File: src/core/dcss_regs.svh
// constants for the dual-channel safety stop block
`ifndef DCSS_REGS_SVH
`define DCSS_REGS_SVH
`define DCSS_CLK_HZ         10000000
`define DCSS_FILT_MS        2
`define DCSS_FILT_CYC       ((`DCSS_CLK_HZ / 1000) * `DCSS_FILT_MS)
`define DCSS_CNT_W          15
`define DCSS_SEL_W          8
`define DCSS_CODE_RUN       8'h00
`define DCSS_CODE_FDET      8'h01
`define DCSS_CODE_STOP      8'h50
`define DCSS_CODE_HEALTH    8'h51
`define DCSS_CODE_STOP_N    8'hB4
`define DCSS_CODE_HEALTH_N  8'hB5
`define DCSS_SEL0_RST       8'h00
`define DCSS_SEL1_RST       8'h01
`define DCSS_SEL2_RST       8'h00
`define DCSS_A_SEL0         2'h0
`define DCSS_A_SEL1         2'h1
`define DCSS_A_SEL2         2'h2
`define DCSS_A_STAT         2'h3
`define DCSS_FAULT_NONE     3'h0
`define DCSS_FAULT_SAF      3'h1
`define DCSS_FAULT_B        3'h2
`define DCSS_FAULT_C        3'h3
`define DCSS_FAULT_CPU      3'h4
`define DCSS_FAULT_STOP     3'h5
`endif

File: src/core/dcss_pkg.sv
// types for the dual-channel safety stop block
package dcss_pkg;
  typedef enum logic [1:0] {
    DCSS_FLT_SAF,
    DCSS_FLT_B,
    DCSS_FLT_C,
    DCSS_FLT_CPU
  } dcss_fault_t;
endpackage

File: src/core/dcss_chan_if.sv
// filtered channel levels shared between filter and top
`timescale 1ns/1ps
interface dcss_chan_if;
  logic shorted;
  logic changed;
  modport filt (output shorted, output changed);
  modport core (input shorted, input changed);
endinterface

File: src/core/dcss_filter.sv
// three-flop sync and 2 ms hold filter for one safety channel
`timescale 1ns/1ps
`include "dcss_regs.svh"
module dcss_filter (
  // clock and reset
  input  wire logic  i_clk_sys,
  input  wire logic  i_sys_rst,
  // raw pin, high when channel is shorted to common
  input  wire logic  i_raw,
  // filtered result
  dcss_chan_if.filt  chan
);
  logic [2:0]            sync_r;
  logic [`DCSS_CNT_W-1:0] cnt_r, cnt_nxt;
  logic                  lvl_r, lvl_nxt;
  logic                  chg_r, chg_nxt;

  always_comb begin
    cnt_nxt = cnt_r;
    lvl_nxt = lvl_r;
    chg_nxt = 1'b0;
    if (sync_r[2] != sync_r[1] || sync_r[1] == lvl_r) begin
      cnt_nxt = '0;
    end else if (cnt_r == `DCSS_CNT_W'(`DCSS_FILT_CYC - 1)) begin
      cnt_nxt = '0;
      lvl_nxt = sync_r[1];
      chg_nxt = 1'b1;
    end else begin
      cnt_nxt = cnt_r + `DCSS_CNT_W'(1);
    end
  end

  always_ff @(posedge i_clk_sys) begin
    if (i_sys_rst) begin
      sync_r <= 3'h0;
      cnt_r  <= '0;
      lvl_r  <= 1'b0;
      chg_r  <= 1'b0;
    end else begin
      sync_r <= {sync_r[1:0], i_raw};
      cnt_r  <= cnt_nxt;
      lvl_r  <= lvl_nxt;
      chg_r  <= chg_nxt;
    end
  end

  assign chan.shorted = lvl_r;
  assign chan.changed = chg_r;
endmodule

File: src/core/dcss_term.sv
// one open-collector output terminal with function select
`timescale 1ns/1ps
`include "dcss_regs.svh"
module dcss_term (
  // clock and reset
  input  wire logic                   i_clk_sys,
  input  wire logic                   i_sys_rst,
  // selector code and function sources
  input  wire logic [`DCSS_SEL_W-1:0] i_sel,
  input  wire logic                   i_stop,
  input  wire logic                   i_health,
  input  wire logic                   i_running,
  input  wire logic                   i_fdet,
  // transistor conducts when high
  output logic                        o_on
);
  logic on_r, on_nxt;

  always_comb begin
    case (i_sel)
      `DCSS_CODE_STOP:     on_nxt = i_stop;
      `DCSS_CODE_STOP_N:   on_nxt = ~i_stop;
      `DCSS_CODE_HEALTH:   on_nxt = i_health;
      `DCSS_CODE_HEALTH_N: on_nxt = ~i_health;
      `DCSS_CODE_RUN:      on_nxt = i_running;
      `DCSS_CODE_FDET:     on_nxt = i_fdet;
      default:             on_nxt = 1'b0;
    endcase
  end

  always_ff @(posedge i_clk_sys) begin
    if (i_sys_rst) begin
      on_r <= 1'b0;
    end else begin
      on_r <= on_nxt;
    end
  end

  assign o_on = on_r;
endmodule

File: src/core/dcss_top.sv
// dual-channel safety stop: filtering, enable, status terminals, registers
`timescale 1ns/1ps
`include "dcss_regs.svh"
module dcss_top (
  // clock and reset
  input  wire logic                   i_clk_sys,
  input  wire logic                   i_sys_rst,
  // safety channel pins, high when shorted to safety_input_common
  input  wire logic                   i_safety_channel_one,
  input  wire logic                   i_safety_channel_two,
  // internal failure detectors, one per fault kind, same clock
  input  wire logic [3:0]             i_fail_det,
  // other terminal functions, same clock
  input  wire logic                   i_running,
  input  wire logic                   i_fdet,
  // register port
  input  wire logic [1:0]             i_addr,
  input  wire logic [7:0]             i_wdata,
  input  wire logic                   i_wr,
  input  wire logic                   i_rd,
  output logic      [7:0]             o_rdata,
  // drive and status
  output logic                        o_drive_enable,
  output logic                        o_stop_status,
  output logic                        o_health_status,
  output logic      [2:0]             o_panel_code,
  // open-collector terminals: run, freq_detect_terminal, run
  output logic      [2:0]             o_term_on,
  // interrupt
  output logic                        o_irq
);
  dcss_chan_if ch1 ();
  dcss_chan_if ch2 ();

  dcss_filter u_f1 (
    .i_clk_sys (i_clk_sys),
    .i_sys_rst (i_sys_rst),
    .i_raw     (i_safety_channel_one),
    .chan      (ch1)
  );
  dcss_filter u_f2 (
    .i_clk_sys (i_clk_sys),
    .i_sys_rst (i_sys_rst),
    .i_raw     (i_safety_channel_two),
    .chan      (ch2)
  );

  // selectors
  logic [`DCSS_SEL_W-1:0] sel_r [3];
  logic [`DCSS_SEL_W-1:0] sel_nxt [3];
  // latched failure and first fault kind
  logic                   fail_r, fail_nxt;
  logic [2:0]             fcode_r, fcode_nxt;
  // status outputs
  logic                   en_r, en_nxt;
  logic                   stop_r, stop_nxt;
  logic                   health_r, health_nxt;
  logic [2:0]             panel_r, panel_nxt;
  // interrupt status and mask: b0 ch1 change, b1 ch2 change, b2 fault, b3 stop entered
  logic [3:0]             ist_r, ist_nxt;
  logic [3:0]             imask_r, imask_nxt;
  logic [7:0]             rdata_r, rdata_nxt;
  logic [3:0]             ev;
  logic                   fail_now;

  function automatic logic [2:0] fault_code(input logic [3:0] det);
    if (det[dcss_pkg::DCSS_FLT_SAF])      fault_code = `DCSS_FAULT_SAF;
    else if (det[dcss_pkg::DCSS_FLT_B])   fault_code = `DCSS_FAULT_B;
    else if (det[dcss_pkg::DCSS_FLT_C])   fault_code = `DCSS_FAULT_C;
    else                                  fault_code = `DCSS_FAULT_CPU;
  endfunction

  assign fail_now = fail_r | (|i_fail_det);

  always_comb begin
    fail_nxt  = fail_r;
    fcode_nxt = fcode_r;
    if (!fail_r && (|i_fail_det)) begin
      fail_nxt  = 1'b1;
      fcode_nxt = fault_code(i_fail_det);
    end
    en_nxt     = ch1.shorted & ch2.shorted & ~fail_now;
    stop_nxt   = ~en_nxt & ~fail_now;
    health_nxt = ~fail_now;
    if (fail_nxt) begin
      panel_nxt = fcode_nxt;
    end else if (!ch1.shorted && !ch2.shorted) begin
      panel_nxt = `DCSS_FAULT_STOP;
    end else begin
      panel_nxt = `DCSS_FAULT_NONE;
    end
  end

  assign ev = {stop_nxt & ~stop_r, fail_nxt & ~fail_r, ch2.changed, ch1.changed};

  always_comb begin
    sel_nxt   = sel_r;
    imask_nxt = imask_r;
    ist_nxt   = ist_r;
    rdata_nxt = 8'h00;
    if (i_wr) begin
      case (i_addr)
        `DCSS_A_SEL0: sel_nxt[0] = i_wdata;
        `DCSS_A_SEL1: sel_nxt[1] = i_wdata;
        `DCSS_A_SEL2: sel_nxt[2] = i_wdata;
        `DCSS_A_STAT: begin
          ist_nxt   = ist_r & ~i_wdata[3:0];
          imask_nxt = i_wdata[7:4];
        end
        default: ;
      endcase
    end
    ist_nxt = ist_nxt | ev;
    if (i_rd) begin
      case (i_addr)
        `DCSS_A_SEL0: rdata_nxt = sel_r[0];
        `DCSS_A_SEL1: rdata_nxt = sel_r[1];
        `DCSS_A_SEL2: rdata_nxt = sel_r[2];
        `DCSS_A_STAT: rdata_nxt = {imask_r, ist_r};
        default:      rdata_nxt = 8'h00;
      endcase
    end
  end

  always_ff @(posedge i_clk_sys) begin
    if (i_sys_rst) begin
      sel_r[0] <= `DCSS_SEL0_RST;
      sel_r[1] <= `DCSS_SEL1_RST;
      sel_r[2] <= `DCSS_SEL2_RST;
      fail_r   <= 1'b0;
      fcode_r  <= `DCSS_FAULT_NONE;
      en_r     <= 1'b0;
      stop_r   <= 1'b0;
      health_r <= 1'b0;
      panel_r  <= `DCSS_FAULT_NONE;
      ist_r    <= 4'h0;
      imask_r  <= 4'h0;
      rdata_r  <= 8'h00;
    end else begin
      sel_r    <= sel_nxt;
      fail_r   <= fail_nxt;
      fcode_r  <= fcode_nxt;
      en_r     <= en_nxt;
      stop_r   <= stop_nxt;
      health_r <= health_nxt;
      panel_r  <= panel_nxt;
      ist_r    <= ist_nxt;
      imask_r  <= imask_nxt;
      rdata_r  <= rdata_nxt;
    end
  end

  genvar t;
  generate
    for (t = 0; t < 3; t++) begin : g_term
      dcss_term u_term (
        .i_clk_sys (i_clk_sys),
        .i_sys_rst (i_sys_rst),
        .i_sel     (sel_r[t]),
        .i_stop    (stop_r),
        .i_health  (health_r),
        .i_running (i_running),
        .i_fdet    (i_fdet),
        .o_on      (o_term_on[t])
      );
    end
  endgenerate

  assign o_drive_enable  = en_r;
  assign o_stop_status   = stop_r;
  assign o_health_status = health_r;
  assign o_panel_code    = panel_r;
  assign o_rdata         = rdata_r;
  assign o_irq           = |(ist_r & imask_r);
endmodule

File: config.mk
export PLATFORM = sky130hd
export DESIGN_NAME = dcss_top
export DESIGN_NICKNAME = d
export VERILOG_FILES = /design/src/core/dcss_pkg.sv /design/src/core/dcss_chan_if.sv /design/src/core/dcss_filter.sv /design/src/core/dcss_term.sv /design/src/core/dcss_top.sv
export VERILOG_INCLUDE_DIRS = /design/src /design/src/core
export SDC_FILE = /design/constraint.sdc
export NUM_CORES = 1
export LEC_CHECK = 0
export BUFFER_PORTS_ARGS = -buffer_cell sky130_fd_sc_hd__buf_2
export CAP_MARGIN = 15
export CORE_MARGIN = 2
export CORE_UTILIZATION = 53
export DETAILED_ROUTE_END_ITERATION = 10
export GPL_TIMING_DRIVEN = 0
export PLACE_DENSITY = 0.79
export SLEW_MARGIN = 20
export SYNTH_ARGS = -nofsm -noshare
export SYNTH_HDL_FRONTEND = slang
export SYNTH_HIERARCHICAL = 1
export SYNTH_SLANG_ARGS = --single-unit
File: constraint.sdc
create_clock -name i_clk_sys -period 1.71 [get_ports i_clk_sys]
set_clock_uncertainty 0.15 [all_clocks]
set_input_delay 0.342 -clock i_clk_sys [delete_from_list [all_inputs] [get_ports i_clk_sys]]
set_output_delay 0.342 -clock i_clk_sys [all_outputs]
set_load 0.02 [all_outputs]
== Word level (Yosys, flattened, before mapping) ==
Index checks and enable logic that the tools add are counted.

* Word-level logic and storage cells: 106
* Bits of input ports: 22
* Output and inout bits: 18
* Register bits: 93

* Bitwise gates (word level): 18
* $add $sub $neg: 2
* Reductions and logical operators: 24
* Equal/unequal tests: 24
* Muxes and demuxes: 15

{| class="wikitable"
|+ Operators by type and width
! operator !! number
|-
| $eq A8 B7 Y1 const B || 6
|-
| $eq A8 B8 Y1 const B || 6
|-
| $pmux W8 S4 || 1
|-
| $add A15 B1 Y15 const B || 2
|-
| $eq A15 B15 Y1 const B || 2
|-
| $eq A8 B1 Y1 const B || 3
|-
| $logic_not A8 Y1 || 3
|-
| $mux W3 || 6
|-
| $pmux W1 S6 || 3
|-
| $reduce_and A2 Y1 || 6
|-
| $and A4 B4 Y4 || 2
|-
| $mux W4 || 2
|-
| $not A1 Y1 || 8
|-
| $reduce_or A4 Y1 || 2
|-
| $reduce_or A2 Y1 || 3
|-
| $reduce_or A3 Y1 || 2
|-
| $and A1 B1 Y1 || 5
|-
| $eq A2 B2 Y1 const B || 2
|-
| $not A4 Y4 || 1
|-
| $or A4 B4 Y4 || 1
|-
| $logic_not A1 Y1 || 3
|-
| $mux W1 || 3
|-
| $eq A1 B1 Y1 || 2
|-
| $eq A2 B1 Y1 const B || 1
|-
| 5 further kinds || 8
|}

== Logic depth before layout (Yosys ltp) ==
* Word-level depth: 8
* Mapped depth: 6
* Mapped depth without buffers: 5

== By module ==
The synthesis kept the hierarchy.

{| class="wikitable"
|+ By module, submodules not included
! module !! sequential area each (um^2) !! instances !! area an instance (um^2) !! cells an instance
|-
| dcss_top || 1001.0 || 1 || 1970.6 || 192
|-
| dcss_filter || 400.4 || 2 || 833.3 || 93
|-
| dcss_term || 20.0 || 3 || 110.1 || 14
|}

== Worst setup path after synthesis ==
Ideal clock, no wire load.

* Path type: register to register
* Start point: register u_f1.cnt_r[0]
* End point: register u_f1.cnt_r[10]
* Slack: 0.091 ns
* Setup time: 0.117 ns
* Data arrival time: 1.351 ns
* Clock period less this slack: 1.619 ns
* Stages on the path, launching flop included: 7
* Buffers on the path: 1
* Required time: 1.443 ns
* Path through: dfxtp_1 -> ha_1 -> and4_2 -> nand4_1 -> nand2_1 -> buf_2 -> nor2_1

* Longest elaborated chain between the ends: 2
* Elaborated cells on any way between the ends: 3
* Those cells by class: add/sub: 1; eq/ne: 1; reduce/logical: 1

{| class="wikitable"
|+ RTL lines
! item !! line !! text
|-
| from (decl) || dcss_filter.sv:14 || <nowiki>logic [`DCSS_CNT_W-1:0] cnt_r, cnt_nxt;</nowiki>
|-
| from (signal assigned) || dcss_filter.sv:41 || <nowiki>cnt_r <= cnt_nxt;</nowiki>
|-
| parallel branches: the longest is 2 deep, another holds $add A15 B1 Y15 || n/a ||
|}

Several ways; the timed one is not identified.
A chain may end at the register's enable or synchronous reset.

== Worst setup path after layout ==
* Start point: register u_f1.cnt_r[8]
* End point: register u_f1.lvl_r (netlist: u_f1/chan.shorted)

* Longest elaborated chain between the ends: 2

{| class="wikitable"
|+ RTL lines
! item !! line !! text
|-
| $eq A15 B15 Y1 || dcss_filter.sv:24 || <nowiki>end else if (cnt_r == `DCSS_CNT_W'(`DCSS_FILT_CYC - 1)) begin</nowiki>
|-
| $reduce_and A2 Y1 (no source line) || n/a ||
|-
| to (signal assigned) || dcss_filter.sv:42 || <nowiki>lvl_r <= lvl_nxt;</nowiki>
|-
| to (decl) || dcss_filter.sv:15 || <nowiki>logic lvl_r, lvl_nxt;</nowiki>
|}

Every way passes these cells.

==> metrics.md <==
| Metric | Value |
|---|---|
| Most common cell after layout, fill and taps aside | dfxtp_1 |
| Asr flop ratio synth | 0% |
| Max-Cap Viols | 0 |
| Via-to-Cell Ratio | 5.64 |
| Power share of the combinational group | 7.0% |
| Data arrival time of the critical path | 1.81 ns |
| Tot Pwr | 4150 uW |
| Hold-fix buffers, CTS | 0 |
| Min cycle time layout | 1.68 ns |
| Final nets | about 500 |
| Utilization after layout | between 60% and 70% |
| Placed Area | about 4300 um^2 |
| Global-route wire length before repair | ~15 mm |
| Vias post-DR | roughly 3.3k |
| Crit path cell chain | nor4b_2, nand4_1, or2_4, a31oi_1 |
| Pre-CTS setup slack | -0.274 ns |
| Maximum vdd drop | roughly 0.00048 V |
| Syn Nets | roughly 440 |
| Post-synthesis sequential area ratio | 46.9% |
| Post-synth top area cell | dfxtp_1 |
| Clk_lat worst skew | 0.36 ns |
| Hold violation count in the final report | 0 |
| Final setup violation count | 0 |
| Routed Antenna Nets | 0 |
| Die span in y | slightly above 90 um |
| IO Port Bufs | 39 |
| Tcrit/Tclk final | roughly 98% |
| Clk pwr share | 38.9% |
| Layout overhead on the synthesized area | 18.2% |
| CTS tree | yes |
| Wire length per cell | 15.6 um |
| 1st-pass router iterations | 5 |
| Fillers | 572 |
| Ys flop type | dfxtp_1 |
| Vias in the first global route | about 3.1k |
| Slowest CP cell | dfxtp_1 |
| Cells after Synth | 420 |
| Clk sink count | 93 |
| Worst-path clk slew | about 0.09 ns |
| Commonest non-fill, non-tap cells in the layout | dfxtp_1 (75), nor2_1 (67), buf_2 (41), nand2_1 (30), mux2i_1 (23) |
| DRC viols | 0 |
| Sequential group share of total power | about 54% |
| WHS | approximately 0.042 ns |
| Final setup margin | approximately 0.034 ns |
| Core ar. | 7250 um^2 |
| RSZ-0062 raised after global routing | yes |
| Mapped cell area | 3970 um^2 |
| Req. time, crit path | 1.84 ns |
| Fin. max-slew vios | 0 |
| Pwr Density | 886 nW/um^2 |
| Worst Setup Start Kind | flop |
| GPL Wtd Cong | 0.853 |
| GR Util All Layers | 22.3% |
| I/O pins | 40 |
| FMAX | 597 MHz |
| Actual slew at the worst max-slew pin | 0.614 ns |
| Initial antenna violation count | 0 |
| Worst Path Buf+Inv | 0 |
| Syn avg cell area | roughly 9.4 um^2 |
| Net Sw Frac | 22.9% |
| Cell row count | 31 |
| Slew headroom | between 50% and 60% |
| Register bit count reported by yosys | 93 |
| Worst Hold Class | in -> reg |
| Status | finished, final reports clean |
| CP endpoint kind | flop |
| DRT iter0 DRCs | 176 |
| EDFF count, synth | 0 |
| CTS max path bufs | 2 |
| Yosys top cell area share | ~47% |
| Reg area | 1900 um^2 |
| Share of cells above drive strength 1 | approximately 25% |
| HPWL Detailed | 6.12 mm |
| Largest stage delay, worst path | ~0.4 ns |
| YS warnings | 6 |
| Total CTS buffers | 9 |
| Post-route cell area | 4690 um^2 |
| Worst-path fanout max | 7 |
| Net Sw Power | 953 uW |
| Die width | 90.5 um |
| Drt total wl | 9.05 mm |
| Grt ovf | 0 |
| Multi-input combinational cell area | ~2100 um^2 |
| CP top delay family | simple AND/OR/NAND/NOR gates |
| Clock root buffer | clkbuf_8 |
| DIE AREA | 8190 um^2 |
| Critical Setup Path Class | reg -> reg |
| Pint | approximately 3200 uW |
| Starting Density | roughly 55% |
| Number of distinct library cells after synthesis | 45 |
| Pin count of the biggest net entering global routing | 22 |
| Leak | 0.00176 uW |
| H-tree levels | 3 |
| Ranking of synthesized cells by area | dfxtp_1 (47%), nor2_1 (6.3%), mux2i_1 (5.8%) |
-- synth_stat cells (2+ instances only) --
cell       count
a2111oi_2      3
a211oi_1       2
a21oi_1       20
a22oi_1        2
a31oi_1        2
and2_1         6
and3_1         3
and4_2         2
buf_2          4
buf_4          3
clkbuf_1       8
dfxtp_1       93
ha_1           2
inv_1          8
mux2i_1       23
mux4_2         8
nand2_1       32
nand2b_1       2
nand3_1       12
nand3_2        2
nand3b_1       4
nand4_1        8
nor2_1        67
nor2b_1       18
nor3_1        12
nor4_1         7
nor4b_1        4
o2111a_1       6
o21ai_0        9
o22ai_1        3
or2_2          2
or3_1          7
or3b_2         2
xnor2_1       18
xor2_1         6
-- metrics by stage --
step           setup TNS, ns  std cells
2_1_floorplan              0        420
3_3_place_gp           -6.66        558
3_5_place_dp           -8.58        558
4_1_cts                    0        576
5_1_grt              -0.0985        578
6_report                   0        579
-- power groups by stage --
stage | clock network, uW | logic, uW | registers (uW)
global route | 1740 | 314 | 2250
floorplan | 0 | 162 | 2310
finish | 1620 | 289 | 2250
CTS | 1640 | 286 | 2250
global placement | 0 | 276 | 2300
detailed placement | 0 | 283 | 2310
-- flip-flops by register name, indices dropped and copies added (netlist names) --
| name | count |
|---|---|
| u_f2/sync_r | 3 |
| imask_r | 4 |
| fcode_r | 3 |
| o_drive_enable | 1 |
| u_f2/cnt_r | 15 |
| g_term.u_term/o_on | 3 |
| o_rdata | 8 |
| o_stop_status | 1 |
| u_f1/chan.changed | 1 |
| o_panel_code | 3 |
| u_f1/sync_r | 3 |
| ist_r | 4 |
| u_f1/cnt_r | 15 |
| u_f1/chan.shorted | 1 |
| sel_r | 24 |
| fail_r | 1 |
| u_f2/chan.changed | 1 |
| u_f2/chan.shorted | 1 |
| o_health_status | 1 |
-- cell families after synthesis --
| family | after synthesis | share of synthesized area [%] |
|---|---|---|
| multiplexers | 31 | 10.3 |
| flip-flops | 93 | 46.9 |
| AND/OR/NAND/NOR | 194 | 24.9 |
| buffers and inverters | 23 | 2.59 |
| XOR/XNOR | 24 | 5.30 |
| adder cells (fa/ha/maj) | 2 | 0.631 |
| AO/OA/AOI/OAI | 53 | 9.27 |
-- worst reg2reg max path, delay by kind of cell, from the launching register on --
| family | cells | cell delay (ns) |
|---|---|---|
| AO/OA/AOI/OAI | 1 | 0.15 |
| flip-flops | 1 | 0.39 |
| AND/OR/NAND/NOR | 3 | 0.91 |
-- routing by layer --
| layer | share of wire (%) | track usage, % | up-vias |
|---|---|---|---|
| li1 | - | - | 1585 |
| met1 | 42 | 27.0 | 1546 |
| met2 | 49 | 37.9 | 106 |
| met3 | 5.2 | 3.09 | 30 |
| met4 | 3.5 | 13.1 | 0 |
| met5 | 0 | 0 | - |
-- cell type report --
class,instances,share of cell area (%)
Multi-Input combinational cell,304,44.6
Sequential cell,93,40.5
Tap cell,99,2.64
Timing Repair Buffer,45,5.12
Clock inverter,5,1.76
Inverter,8,0.640
Clock buffer,11,3.01
Antenna cell,1,0.0534
Buffer,13,1.63
-- path summary, 6_finish.rpt --
| kind | startpoint | to | slack (ns) | depth (start not counted) |
|---|---|---|---|---|
| worst min register to register | u_f1/sync_r[0]$_SDFF_PP0_ | u_f1/sync_r[1]$_SDFF_PP0_ | 0.29 | 1 |
| worst max register to register | u_f1/cnt_r[8]$_SDFF_PP0_ | u_f1/chan.shorted$_SDFFE_PP0P_ | 0.03 | 4 |
| worst max-delay path | u_f1/cnt_r[8]$_SDFF_PP0_ | u_f1/chan.shorted$_SDFFE_PP0P_ | 0.03 | 4 |
| worst min-delay path | i_safety_channel_one | u_f1/sync_r[0]$_SDFF_PP0_ | 0.04 | 2 |
-- repair_timing --
item | in CTS | in global routing
setup buffers | 3 | 3
endpoints found under the setup margin | 24 | 36
pin swaps | 2 | 8
resized for setup | 20 | 31
(Power assumes the default switching activity.)
